### src/verilog/pin_mux_regs.vh
// constants for the output port and host bus pin block
// included by pin_mux_top.v and out_pin_cell.v
`ifndef PIN_MUX_REGS_VH
`define PIN_MUX_REGS_VH
// output pin function selects
`define SEL_GPO        2'h0
`define SEL_ALT1       2'h1
`define SEL_ALT2       2'h2
`define SEL_ALT3       2'h3
// reset level of every general output pin
`define OUT_RESET_LVL  8'hFF
`define BUS_WIDTH      8
`endif

### src/verilog/out_pin_cell.v
// one output port pin: general value or alternate function, registered
// assumes the select and alternate levels are synchronous to core_clk_i
`include "pin_mux_regs.vh"
module out_pin_cell (
    // clock and reset
    input  wire       core_clk_i,
    input  wire       nrst_i,
    // function selection
    input  wire [1:0] sel_i,
    input  wire       gpo_i,
    input  wire       alt1_i,
    input  wire       alt2_i,
    input  wire       alt3_i,
    input  wire       od_i,
    // pin
    output reg        pin_o,
    output reg        pin_oe_o
);
    reg lvl_nxt;
    reg od_sel_nxt;
    always @* begin
        lvl_nxt    = gpo_i;
        od_sel_nxt = 1'b0;
        case (sel_i)
            `SEL_GPO:  lvl_nxt = gpo_i;
            `SEL_ALT1: lvl_nxt = alt1_i;
            `SEL_ALT2: lvl_nxt = alt2_i;
            `SEL_ALT3: begin
                lvl_nxt    = alt3_i;
                od_sel_nxt = od_i;
            end
            default:   lvl_nxt = gpo_i;
        endcase
    end
    // master reset drives pin high
    // open drain only pulls low; high level is released
    always @(posedge core_clk_i or negedge nrst_i) begin
        if (!nrst_i) begin
            pin_o    <= 1'b1;
            pin_oe_o <= 1'b1;
        end else begin
            pin_o    <= lvl_nxt;
            pin_oe_o <= od_sel_nxt ? ~lvl_nxt : 1'b1;
        end
    end
endmodule // out_pin_cell

### src/verilog/pin_mux_top.v
// output port pin multiplexer and host data bus / interrupt pins
// assumes all inputs synchronous to core_clk_i; reset is the master reset
// Operation
// - pin 1 carries channel B RTS low
// - pin 3: tx/rx 1X clock or C/T ready
// - pin 5 open-drain receiver ready or full
// - pins 6,7 open-drain transmitter ready A/B
// - eight-bit data bus, bit 0 LSB
// - bus released while chip select high, except in a z-mode interrupt acknowledge cycle
// - interrupt pulled low on unmasked condition
// - interrupt holds until all conditions cleared
// - read with chip select drives register data, except in a z-mode interrupt acknowledge cycle
// - reset forces port pins and interrupt level high; bus enable, bus data and write data low
`include "pin_mux_regs.vh"
module pin_mux_top #(
    parameter W = `BUS_WIDTH
) (
    // clock and reset
    input  wire         core_clk_i,
    input  wire         nrst_i,
    // general output value and selects
    input  wire [7:0]   gpo_value_i,
    input  wire         general_output_1_sel_i,
    input  wire [1:0]   general_output_3_sel_i,
    input  wire         general_output_5_sel_i,
    input  wire         general_output_5_full_i,
    input  wire         general_output_6_sel_i,
    input  wire         general_output_7_sel_i,
    // alternate function sources
    input  wire         chan_b_request_to_send_n_i,
    input  wire         chan_b_tx_clock_1x_out_i,
    input  wire         chan_b_rx_clock_1x_out_i,
    input  wire         ct_ready_n_i,
    input  wire         chan_b_receiver_ready_n_i,
    input  wire         chan_b_rx_fifo_full_n_i,
    input  wire         chan_a_transmitter_ready_n_i,
    input  wire         chan_b_transmitter_ready_n_i,
    // output port pins
    output wire [7:0]   general_output_pins_o,
    output wire [7:0]   general_output_pins_oe_o,
    // host bus
    input  wire         cs_n_i,
    input  wire         rd_n_i,
    input  wire         z_mode_i,
    input  wire         interrupt_acknowledge_cycle_i,
    input  wire [W-1:0] read_data_i,
    input  wire [W-1:0] ack_cycle_data_i,
    input  wire [W-1:0] data_i,
    output reg  [W-1:0] data_o,
    output reg          data_oe_o,
    output reg  [W-1:0] write_data_o,
    // interrupt
    input  wire         int_pending_i,
    output reg          interrupt_request_n_o,
    output reg          interrupt_request_n_oe_o
);
    // per-pin function select; pins 0, 2 and 4 have no alternate here
    wire [1:0] s1 = general_output_1_sel_i ? `SEL_ALT1 : `SEL_GPO;
    wire [1:0] s5 = general_output_5_sel_i ? `SEL_ALT3 : `SEL_GPO;
    wire [1:0] s6 = general_output_6_sel_i ? `SEL_ALT3 : `SEL_GPO;
    wire [1:0] s7 = general_output_7_sel_i ? `SEL_ALT3 : `SEL_GPO;
    wire       rx5 = general_output_5_full_i ? chan_b_rx_fifo_full_n_i
                                             : chan_b_receiver_ready_n_i;
    // reset high inside each cell; pins lag sources one clock

    out_pin_cell u_pin0 (
        .core_clk_i (core_clk_i),
        .nrst_i     (nrst_i),
        .sel_i      (`SEL_GPO),
        .gpo_i      (gpo_value_i[0]),
        .alt1_i     (1'b1),
        .alt2_i     (1'b1),
        .alt3_i     (1'b1),
        .od_i       (1'b0),
        .pin_o      (general_output_pins_o[0]),
        .pin_oe_o   (general_output_pins_oe_o[0])
    );

    out_pin_cell u_pin1 (
        .core_clk_i (core_clk_i),
        .nrst_i     (nrst_i),
        .sel_i      (s1),
        .gpo_i      (gpo_value_i[1]),
        .alt1_i     (chan_b_request_to_send_n_i),
        .alt2_i     (1'b1),
        .alt3_i     (1'b1),
        .od_i       (1'b0),
        .pin_o      (general_output_pins_o[1]),
        .pin_oe_o   (general_output_pins_oe_o[1])
    );

    out_pin_cell u_pin2 (
        .core_clk_i (core_clk_i),
        .nrst_i     (nrst_i),
        .sel_i      (`SEL_GPO),
        .gpo_i      (gpo_value_i[2]),
        .alt1_i     (1'b1),
        .alt2_i     (1'b1),
        .alt3_i     (1'b1),
        .od_i       (1'b0),
        .pin_o      (general_output_pins_o[2]),
        .pin_oe_o   (general_output_pins_oe_o[2])
    );

    // clocks or timer ready
    // clock modes push-pull; ready is open drain
    out_pin_cell u_pin3 (
        .core_clk_i (core_clk_i),
        .nrst_i     (nrst_i),
        .sel_i      (general_output_3_sel_i),
        .gpo_i      (gpo_value_i[3]),
        .alt1_i     (chan_b_tx_clock_1x_out_i),
        .alt2_i     (chan_b_rx_clock_1x_out_i),
        .alt3_i     (ct_ready_n_i),
        .od_i       (1'b1),
        .pin_o      (general_output_pins_o[3]),
        .pin_oe_o   (general_output_pins_oe_o[3])
    );

    out_pin_cell u_pin4 (
        .core_clk_i (core_clk_i),
        .nrst_i     (nrst_i),
        .sel_i      (`SEL_GPO),
        .gpo_i      (gpo_value_i[4]),
        .alt1_i     (1'b1),
        .alt2_i     (1'b1),
        .alt3_i     (1'b1),
        .od_i       (1'b0),
        .pin_o      (general_output_pins_o[4]),
        .pin_oe_o   (general_output_pins_oe_o[4])
    );

    out_pin_cell u_pin5 (
        .core_clk_i (core_clk_i),
        .nrst_i     (nrst_i),
        .sel_i      (s5),
        .gpo_i      (gpo_value_i[5]),
        .alt1_i     (1'b1),
        .alt2_i     (1'b1),
        .alt3_i     (rx5),
        .od_i       (1'b1),
        .pin_o      (general_output_pins_o[5]),
        .pin_oe_o   (general_output_pins_oe_o[5])
    );

    out_pin_cell u_pin6 (
        .core_clk_i (core_clk_i),
        .nrst_i     (nrst_i),
        .sel_i      (s6),
        .gpo_i      (gpo_value_i[6]),
        .alt1_i     (1'b1),
        .alt2_i     (1'b1),
        .alt3_i     (chan_a_transmitter_ready_n_i),
        .od_i       (1'b1),
        .pin_o      (general_output_pins_o[6]),
        .pin_oe_o   (general_output_pins_oe_o[6])
    );

    out_pin_cell u_pin7 (
        .core_clk_i (core_clk_i),
        .nrst_i     (nrst_i),
        .sel_i      (s7),
        .gpo_i      (gpo_value_i[7]),
        .alt1_i     (1'b1),
        .alt2_i     (1'b1),
        .alt3_i     (chan_b_transmitter_ready_n_i),
        .od_i       (1'b1),
        .pin_o      (general_output_pins_o[7]),
        .pin_oe_o   (general_output_pins_oe_o[7])
    );

    // exception only in second bus mode
    wire ack_cycle = z_mode_i & interrupt_acknowledge_cycle_i;

    // bit 0 LSB, eight wide
    // captured every clock; write strobe decoded elsewhere
    always @(posedge core_clk_i or negedge nrst_i) begin
        if (!nrst_i) begin
            write_data_o <= {W{1'b0}};
        end else begin
            write_data_o <= data_i;
        end
    end

    // read drives register data
    // vector wins over register data; chip select ignored then
    always @(posedge core_clk_i or negedge nrst_i) begin
        if (!nrst_i) begin
            data_oe_o <= 1'b0;
            data_o    <= {W{1'b0}};
        end else begin
            data_oe_o <= (~cs_n_i & ~rd_n_i) | ack_cycle;
            data_o    <= ack_cycle ? ack_cycle_data_i : read_data_i;
        end
    end

    // held while any condition stands
    // level low while pulling, so the pull-up sees no fight
    always @(posedge core_clk_i or negedge nrst_i) begin
        if (!nrst_i) begin
            interrupt_request_n_o    <= 1'b1;
            interrupt_request_n_oe_o <= 1'b0;
        end else begin
            interrupt_request_n_o    <= ~int_pending_i;
            interrupt_request_n_oe_o <= int_pending_i;
        end
    end
endmodule // pin_mux_top
### config.mk
export PLATFORM = sky130hd
export DESIGN_NAME = pin_mux_top
export DESIGN_NICKNAME = d
export VERILOG_FILES = /design/src/verilog/out_pin_cell.v /design/src/verilog/pin_mux_top.v
export VERILOG_INCLUDE_DIRS = /design/src /design/src/verilog
export SDC_FILE = /design/constraint.sdc
export NUM_CORES = 1
export LEC_CHECK = 0
export BUFFER_PORTS_ARGS = -buffer_cell sky130_fd_sc_hd__clkbuf_2
export CAP_MARGIN = 20
export CORE_ASPECT_RATIO = 1.4
export CORE_MARGIN = 1.5
export CORE_UTILIZATION = 40
export CTS_BUF_LIST = sky130_fd_sc_hd__clkbuf_2 sky130_fd_sc_hd__clkbuf_4 sky130_fd_sc_hd__clkbuf_8
export DETAILED_ROUTE_END_ITERATION = 10
export PLACE_DENSITY = 0.9
export SYNTH_ARGS = -nofsm -noshare
export SYNTH_HDL_FRONTEND = slang
export SYNTH_SLANG_ARGS = --single-unit
### constraint.sdc
create_clock -name core_clk_i -period 0.9 [get_ports core_clk_i]
set_input_delay 0.18 -clock core_clk_i [delete_from_list [all_inputs] [get_ports core_clk_i]]
set_output_delay 0.18 -clock core_clk_i [all_outputs]
set_load 0.005 [all_outputs]
==> results of run 1 <==
registers in the layout, indices dropped and copies added (netlist names):
| signal | flops |
|---|---|
| u_pin6.pin_oe_o | 1 |
| u_pin3.pin_oe_o | 1 |
| u_pin6.pin_o | 1 |
| interrupt_request_n_o | 1 |
| data_oe_o | 1 |
| interrupt_request_n_oe_o | 1 |
| u_pin7.pin_oe_o | 1 |
| u_pin3.pin_o | 1 |
| u_pin4.pin_o | 1 |
| u_pin5.pin_oe_o | 1 |
| u_pin7.pin_o | 1 |
| write_data_o | 8 |
| u_pin2.pin_o | 1 |
| data_o | 8 |
| u_pin1.pin_o | 1 |
| u_pin0.pin_o | 1 |
| u_pin5.pin_o | 1 |
final timing paths:
check                                               to  cells after the start  slack [ns]
max                        general_output_pins_oe_o[5]                      1       -0.23
min                          u_pin6.pin_oe_o$_DFF_PN1_                      2        0.02
max in group asynchronous       u_pin6.pin_o$_DFF_PN1_                      3        0.31
min in group asynchronous    write_data_o[1]$_DFF_PN0_                      3        0.35
synth_stat cells (all sizes together):
cell type	number	area, µm²
inv	3	11.3
conb	1	3.75
buf	16	120
dfrtp	18	450
nand3	1	5.00
nand2	4	17.5
dfstp	13	342
o21ai	3	15.0
mux2	11	131
mux4	1	22.5
where the power goes:
group / internal, mW / total (mW) / leakage (nW) / switching [mW]
clock network: 0.489 / 0.904 / 0.0420 / 0.414
logic: 0.273 / 0.423 / 0.549 / 0.150
registers: 1.51 / 1.54 / 0.347 / 0.0302
kinds of logic after synthesis:
| family | synth area share, % |
|---|---|
| buffers and inverters | 11.7 |
| muxes | 13.8 |
| DFF | 70.8 |
| and+or+nand+nor | 2.01 |
| other | 0.335 |
| AOI/OAI and AO/OA | 1.34 |
cell type report:
type | count | area share (%)
multi-input combinational | 24 | 11.5
tap | 36 | 2.52
inverter | 3 | 0.629
sequential | 31 | 44.3
clock buffer | 8 | 4.06
timing repair buffer | 103 | 37.0
stage by stage:
stage                     cells  power, mW  utilization, %  hold slack (ns)
after floorplan              74       1.70               -           -0.116
after global placement      180       1.88            56.4            0.132
after detailed placement    180       1.89            56.4            0.140
after CTS                   205       2.87            65.6          0.00882
after global routing        205       3.03            67.7           0.0260
final                       205       2.87            67.7           0.0205
metal layers:
layer | part of all wire (%) | GRT usage, % | vias to the layer above | routed length (µm)
met2 | 57 | 30.5 | 61 | 1370
met4 | 3.3 | 12.2 | 0 | 80
met3 | 11 | 5.22 | 9 | 262
li1 | - | - | 401 | -
met1 | 29 | 14.0 | 406 | 707
met5 | 0 | 0 | - | 0
repair_timing:
item,in CTS,in global routing
pin swaps,0,0
hold endpoints to repair,34,0
buffers inserted,0,0
hold buffers,17,0
setup endpoints to repair,31,31
resized for setup,0,17
cells in the final DEF, fill, tap and decap left out, drive strengths merged:
cell | synthesis | layout
mux2 | 11 | 11
dfstp | 13 | 13
clkbuf | 0 | 83
o21ai | 3 | 3
inv | 3 | 3
conb | 1 | 4
nand3 | 1 | 1
nand2 | 4 | 4
dlygate4sd3 | 0 | 17
mux4 | 1 | 1
buf | 16 | 11
dfrtp | 18 | 18
==> metrics, run 1 <==
clk slew on worst S/H paths roughly 0.090 ns; Area after DPL about 0.0015 mm²; Slew Limit Fails 0; Fin. Hold Viols 0; status complete, but fails checks; clock tree root driver cell clkbuf_4; fmax between 0.8 and 0.9 GHz; H-tree levels 2; pwr/cell area about 1600 mW/mm²; Die H 65.6 µm; Max clock buf depth 2; GPL Wtd Cong around 0.68; CTS Sinks 31; Worst Slack Setup Final -0.233 ns; Crit path arrival time 0.95 ns; Core Box Area about 0.0026 mm²; setup tns final -4.17 ns; DRT Pass-1 Iters 4; Vias/cell ~4.3; Final Net Count 222; post-synthesis register bit count 31; YS warnings 0; I/O pins 89; failing checks negative setup slack; largest net degree at the start of global routing 17; Crit. Startpoint u_pin5.pin_oe_o$_DFF_PN1_; Port Buffers 84; Max Cap Violations 0; CP Capture Type output port; DRT iter0 DRCs 14; period utilization 126%; minimum clock period 1.13 ns; Leakage roughly 0.94 nW; CP Data Required Time around 0.72 ns; hold path startpoint general_output_6_sel_i; drc violations 0; first-pass GRT wire length 3.52 mm; CP max stage cell dfstp_2; TritonCTS clock tree built; post-DP HPWL roughly 1.7 mm; Avg Cell Area, Syn 15.8 µm²; crit path launch type flop; worst path cell trace clkbuf_2; Cell Rows 22; Sequential Area slightly below 800 µm²; Post-Route WL approximately 2.4 mm; Place WS -0.0427 ns; Final ANT Viol Nets 0; multi-input combinational cell area 206 µm²; ant diodes 0; register area share after synthesis a little over two thirds; cell count after synthesis just over 70; Hold Crit Class input pin to flop; total gr overflow 0; Die ar. ~0.0031 mm²; Max IR drop VDD between 0.9 and 1 mV; delay-heaviest family, CP flip-flops; Cell variety after synth 12; CP max stage delay between 0.5 and 0.6 ns; Post-Syn Area around 0.0011 mm²; antenna violations before repair 0; fillcell total slightly below 200; WL/cell between 10 and 15 µm; endpoints failing setup 31; share of post-route cells with drive strength above 1 a little under three quarters; RSZ-0062 raised after global routing yes; via count roughly 900; synth-to-layout area growth 60.0%; cts bufs inserted 5; vias in the first global route a little under 900; crit path buf inv count 1; worst-path maximum fanout 1; initial core utilization 42.3%; critical path type flop to output port; Die X around 48 µm; GR Util All Layers approximately 17%; post-route cell area around 0.0018 mm²
Note: power is estimated with default switching activity, not from simulation.
==> run 2, diff against run 1 <==
--- a/config.mk
+++ b/config.mk
@@ -6,11 +6,12 @@
 export SDC_FILE = /design/constraint.sdc
 export NUM_CORES = 1
 export LEC_CHECK = 0
+export ABC_AREA = 1
 export BUFFER_PORTS_ARGS = -buffer_cell sky130_fd_sc_hd__clkbuf_2
 export CAP_MARGIN = 20
 export CORE_ASPECT_RATIO = 1.4
 export CORE_MARGIN = 1.5
-export CORE_UTILIZATION = 40
+export CORE_UTILIZATION = 41
 export CTS_BUF_LIST = sky130_fd_sc_hd__clkbuf_2 sky130_fd_sc_hd__clkbuf_4 sky130_fd_sc_hd__clkbuf_8
 export DETAILED_ROUTE_END_ITERATION = 10
 export PLACE_DENSITY = 0.9
==> run 2 against run 1 <==
Against the previous run: the run still ends with negative setup slack left; area after synthesis rose by 4.7%; via count rose by 10%; utilization fell by 1.2 points; non-clock buffer count fell by 4; count of clock-buffer cells in the layout did not move; critical path depth did not move; total power fell by 3.9%; synthesized cell count rose by 42%; fmax barely moved; critical endpoint is now general_output_pins_o[0].
==> metrics, run 2 <==
Synth top cells by count nand2_1 (21), dfrtp_1 (18), buf_4 (16), dfstp_2 (13), nand3_1 (13); post-DP HPWL 1.88 mm; commonest cells after routing, fill and taps aside clkbuf_2 (76), nand2_1 (21), dfrtp_1 (18), dlygate4sd3_1 (14); CTS Sinks 31; largest net degree at the start of global routing 32; Worst Hold Depth 2; post-route cell area 0.00178 mm²; Primary FF master, synth dfrtp_1; endpoints failing setup 31; clock tree root driver cell clkbuf_4; EDFF count, synth 0; fmax 0.883 GHz; minimum clock period roughly 1.1 ns; Leakage 0.985 nW; Max clock buf depth 2; Post-synth ARST share 100%; ant diodes 0; Util after Layout 66.5%; largest registers data_o: 8 flops, write_data_o: 8 flops; Core Box Area 0.00267 mm²; WL/cell approximately 12 µm; Max IR drop VDD approximately 1 mV; placed insts approximately 210; Cell Rows 22; Clock power frac 28.7%; CP Capture Type output port; Post-Syn Area approximately 0.0012 mm²; Worst Slack Setup Final -0.232 ns; Vias/cell between 4 and 5; NetSw roughly 0.6 mW; Post-Route WL between 2 and 3 mm; Flop pwr share a little under three fifths; Post-Layout Cell Count 229; initial core utilization a little over two fifths; drc violations 0; cell count after synthesis 101; crit path buf inv count 1; Die X 48.2 µm; first-pass GRT wire length between 3 and 4 mm; failing checks negative setup slack; WHS Endpoint u_pin5.pin_o$_DFF_PN1_; Synth area leaders dfrtp_1 (38%), dfstp_2 (29%), buf_4 (10%); CP Data Required Time just over 0.7 ns; Die H approximately 66 µm; worst-path maximum fanout 1; Slew Limit Fails 0; total gr overflow 0; most common cell after layout, fill and taps aside clkbuf_2; most frequent cell after synthesis nand2_1; Hold Crit Class input pin to flop; Die ar. between 0.003 and 0.004 mm²; Pwr Total roughly 2.8 mW; Comb pwr share 15.4%; status complete, but fails checks; I/O pins roughly 90; critical path type flop to output port; Sw Share a little over a fifth; TritonCTS clock tree built; # Post-CTS Setup Buffers 0; antenna violations before repair 0; Min Hold Slack just over 0.03 ns; Fin. Hold Viols 0; pwr/cell area approximately 1600 mW/mm²; DRT iter0 DRCs 6; worst path cell trace buf_6; GPL Wtd Cong about 0.67; CP max stage delay ~0.55 ns; post-synthesis register bit count 31; Pint around 2.2 mW; Yosys top cell area share about two fifths; RSZ-0062 raised after global routing yes; Cell variety after synth 11; YS warnings 0; period utilization 126%; Final ANT Viol Nets 0; clk slew on worst S/H paths 0.09 ns; vias in the first global route between 1,000 and 1,500; Area after DPL 0.00153 mm²; synth-to-layout area growth 51.6%; Avg Cell Area, Syn around 12 µm²; Final Net Count 246; via count 969; register area share after synthesis 67.6%; Max Cap Violations 0; fillcell total ~210; H-tree levels 2; crit path launch type flop; share of post-route cells with drive strength above 1 between 50% and 60%; hold path startpoint general_output_5_sel_i; DRT Pass-1 Iters 3; Yosys top cell by area dfrtp_1; cts bufs inserted 5; Crit path arrival time about 0.95 ns; CP max stage cell dfstp_2; Port Buffers 84; GR Util All Layers ~17%; delay-heaviest family, CP flip-flops
## run 2: cell count changes in the layout (fill, tap and decap cells not counted), sizes merged, moves of 3 or more
cell         previous run  this run
nand2                   4        22
mux2                   11         0
inv                     3        10
dlygate4sd3            17        14
nand3                   1        13
## run 2: cell type report
| type | count | area (µm²) | area share [%] |
|---|---|---|---|
| timing repair buffer | 99 | 631 | 35.5 |
| clock buffer | 8 | 60.1 | 3.38 |
| tap | 36 | 45.0 | 2.54 |
| multi-input combinational | 45 | 210 | 11.8 |
| sequential | 31 | 792 | 44.6 |
| inverter | 10 | 37.5 | 2.11 |
## run 2: through the flow
stage          setup TNS [ns]  worst slack [ns]
2_1_floorplan               0             0.137
5_1_grt                 -5.42            -0.275
3_5_place_dp                0             0.120
6_report                -3.85            -0.232
3_3_place_gp                0             0.130
4_1_cts                 -4.30            -0.232
## run 2: power groups by stage
| stage | Sequential (mW) | Combinational, mW | Clock (mW) |
|---|---|---|---|
| 2_1_floorplan | 1.56 | 0.155 | 0 |
| 3_3_place_gp | 1.55 | 0.342 | 0 |
| 3_5_place_dp | 1.56 | 0.350 | 0 |
| 4_1_cts | 1.53 | 0.400 | 0.812 |
| 5_1_grt | 1.55 | 0.480 | 0.905 |
| 6_report | 1.54 | 0.423 | 0.791 |
## run 2: routing by layer
| metal | global-route usage, % | up-vias | share of wire [%] |
|---|---|---|---|
| met2 | 31.9 | 75 | 53 |
| li1 | - | 474 | - |
| met3 | 5.19 | 9 | 11 |
| met1 | 15.0 | 411 | 33 |
| met4 | 9.80 | 0 | 3.3 |
| met5 | 0 | - | 0 |
## run 2: cells by family (layout without fill, tap and decap cells)
| kind of cell | count (synthesis) | count (layout) | synth area share (%) |
|---|---|---|---|
| DFF | 31 | 31 | 67.6 |
| buffers and inverters | 28 | 117 | 15.4 |
| AOI/OAI and AO/OA | 5 | 5 | 2.14 |
| and+or+nand+nor | 36 | 36 | 14.5 |
| other | 1 | 4 | 0.320 |
## run 2: worst max path at each step
stage                                  end  depth (start not counted)  slack (ns)                      start
6_report          general_output_pins_o[0]                          1       -0.23     u_pin0.pin_o$_DFF_PN1_
5_1_grt           general_output_pins_o[3]                          1       -0.27     u_pin3.pin_o$_DFF_PN1_
4_1_cts           general_output_pins_o[0]                          1       -0.23     u_pin0.pin_o$_DFF_PN1_
3_5_place_dp      general_output_pins_o[0]                          1        0.12     u_pin0.pin_o$_DFF_PN1_
3_3_place_gp   general_output_pins_oe_o[3]                          1        0.13  u_pin3.pin_oe_o$_DFF_PN1_
2_1_floorplan     general_output_pins_o[0]                          1        0.14     u_pin0.pin_o$_DFF_PN1_
## run 2: repair_timing
item                                    in CTS  in global routing
endpoints found under the hold margin       31                  0
resized for setup                            0                 14
pin swaps                                    0                  0
endpoints found under the setup margin      31                 31
hold buffers                                14                  0
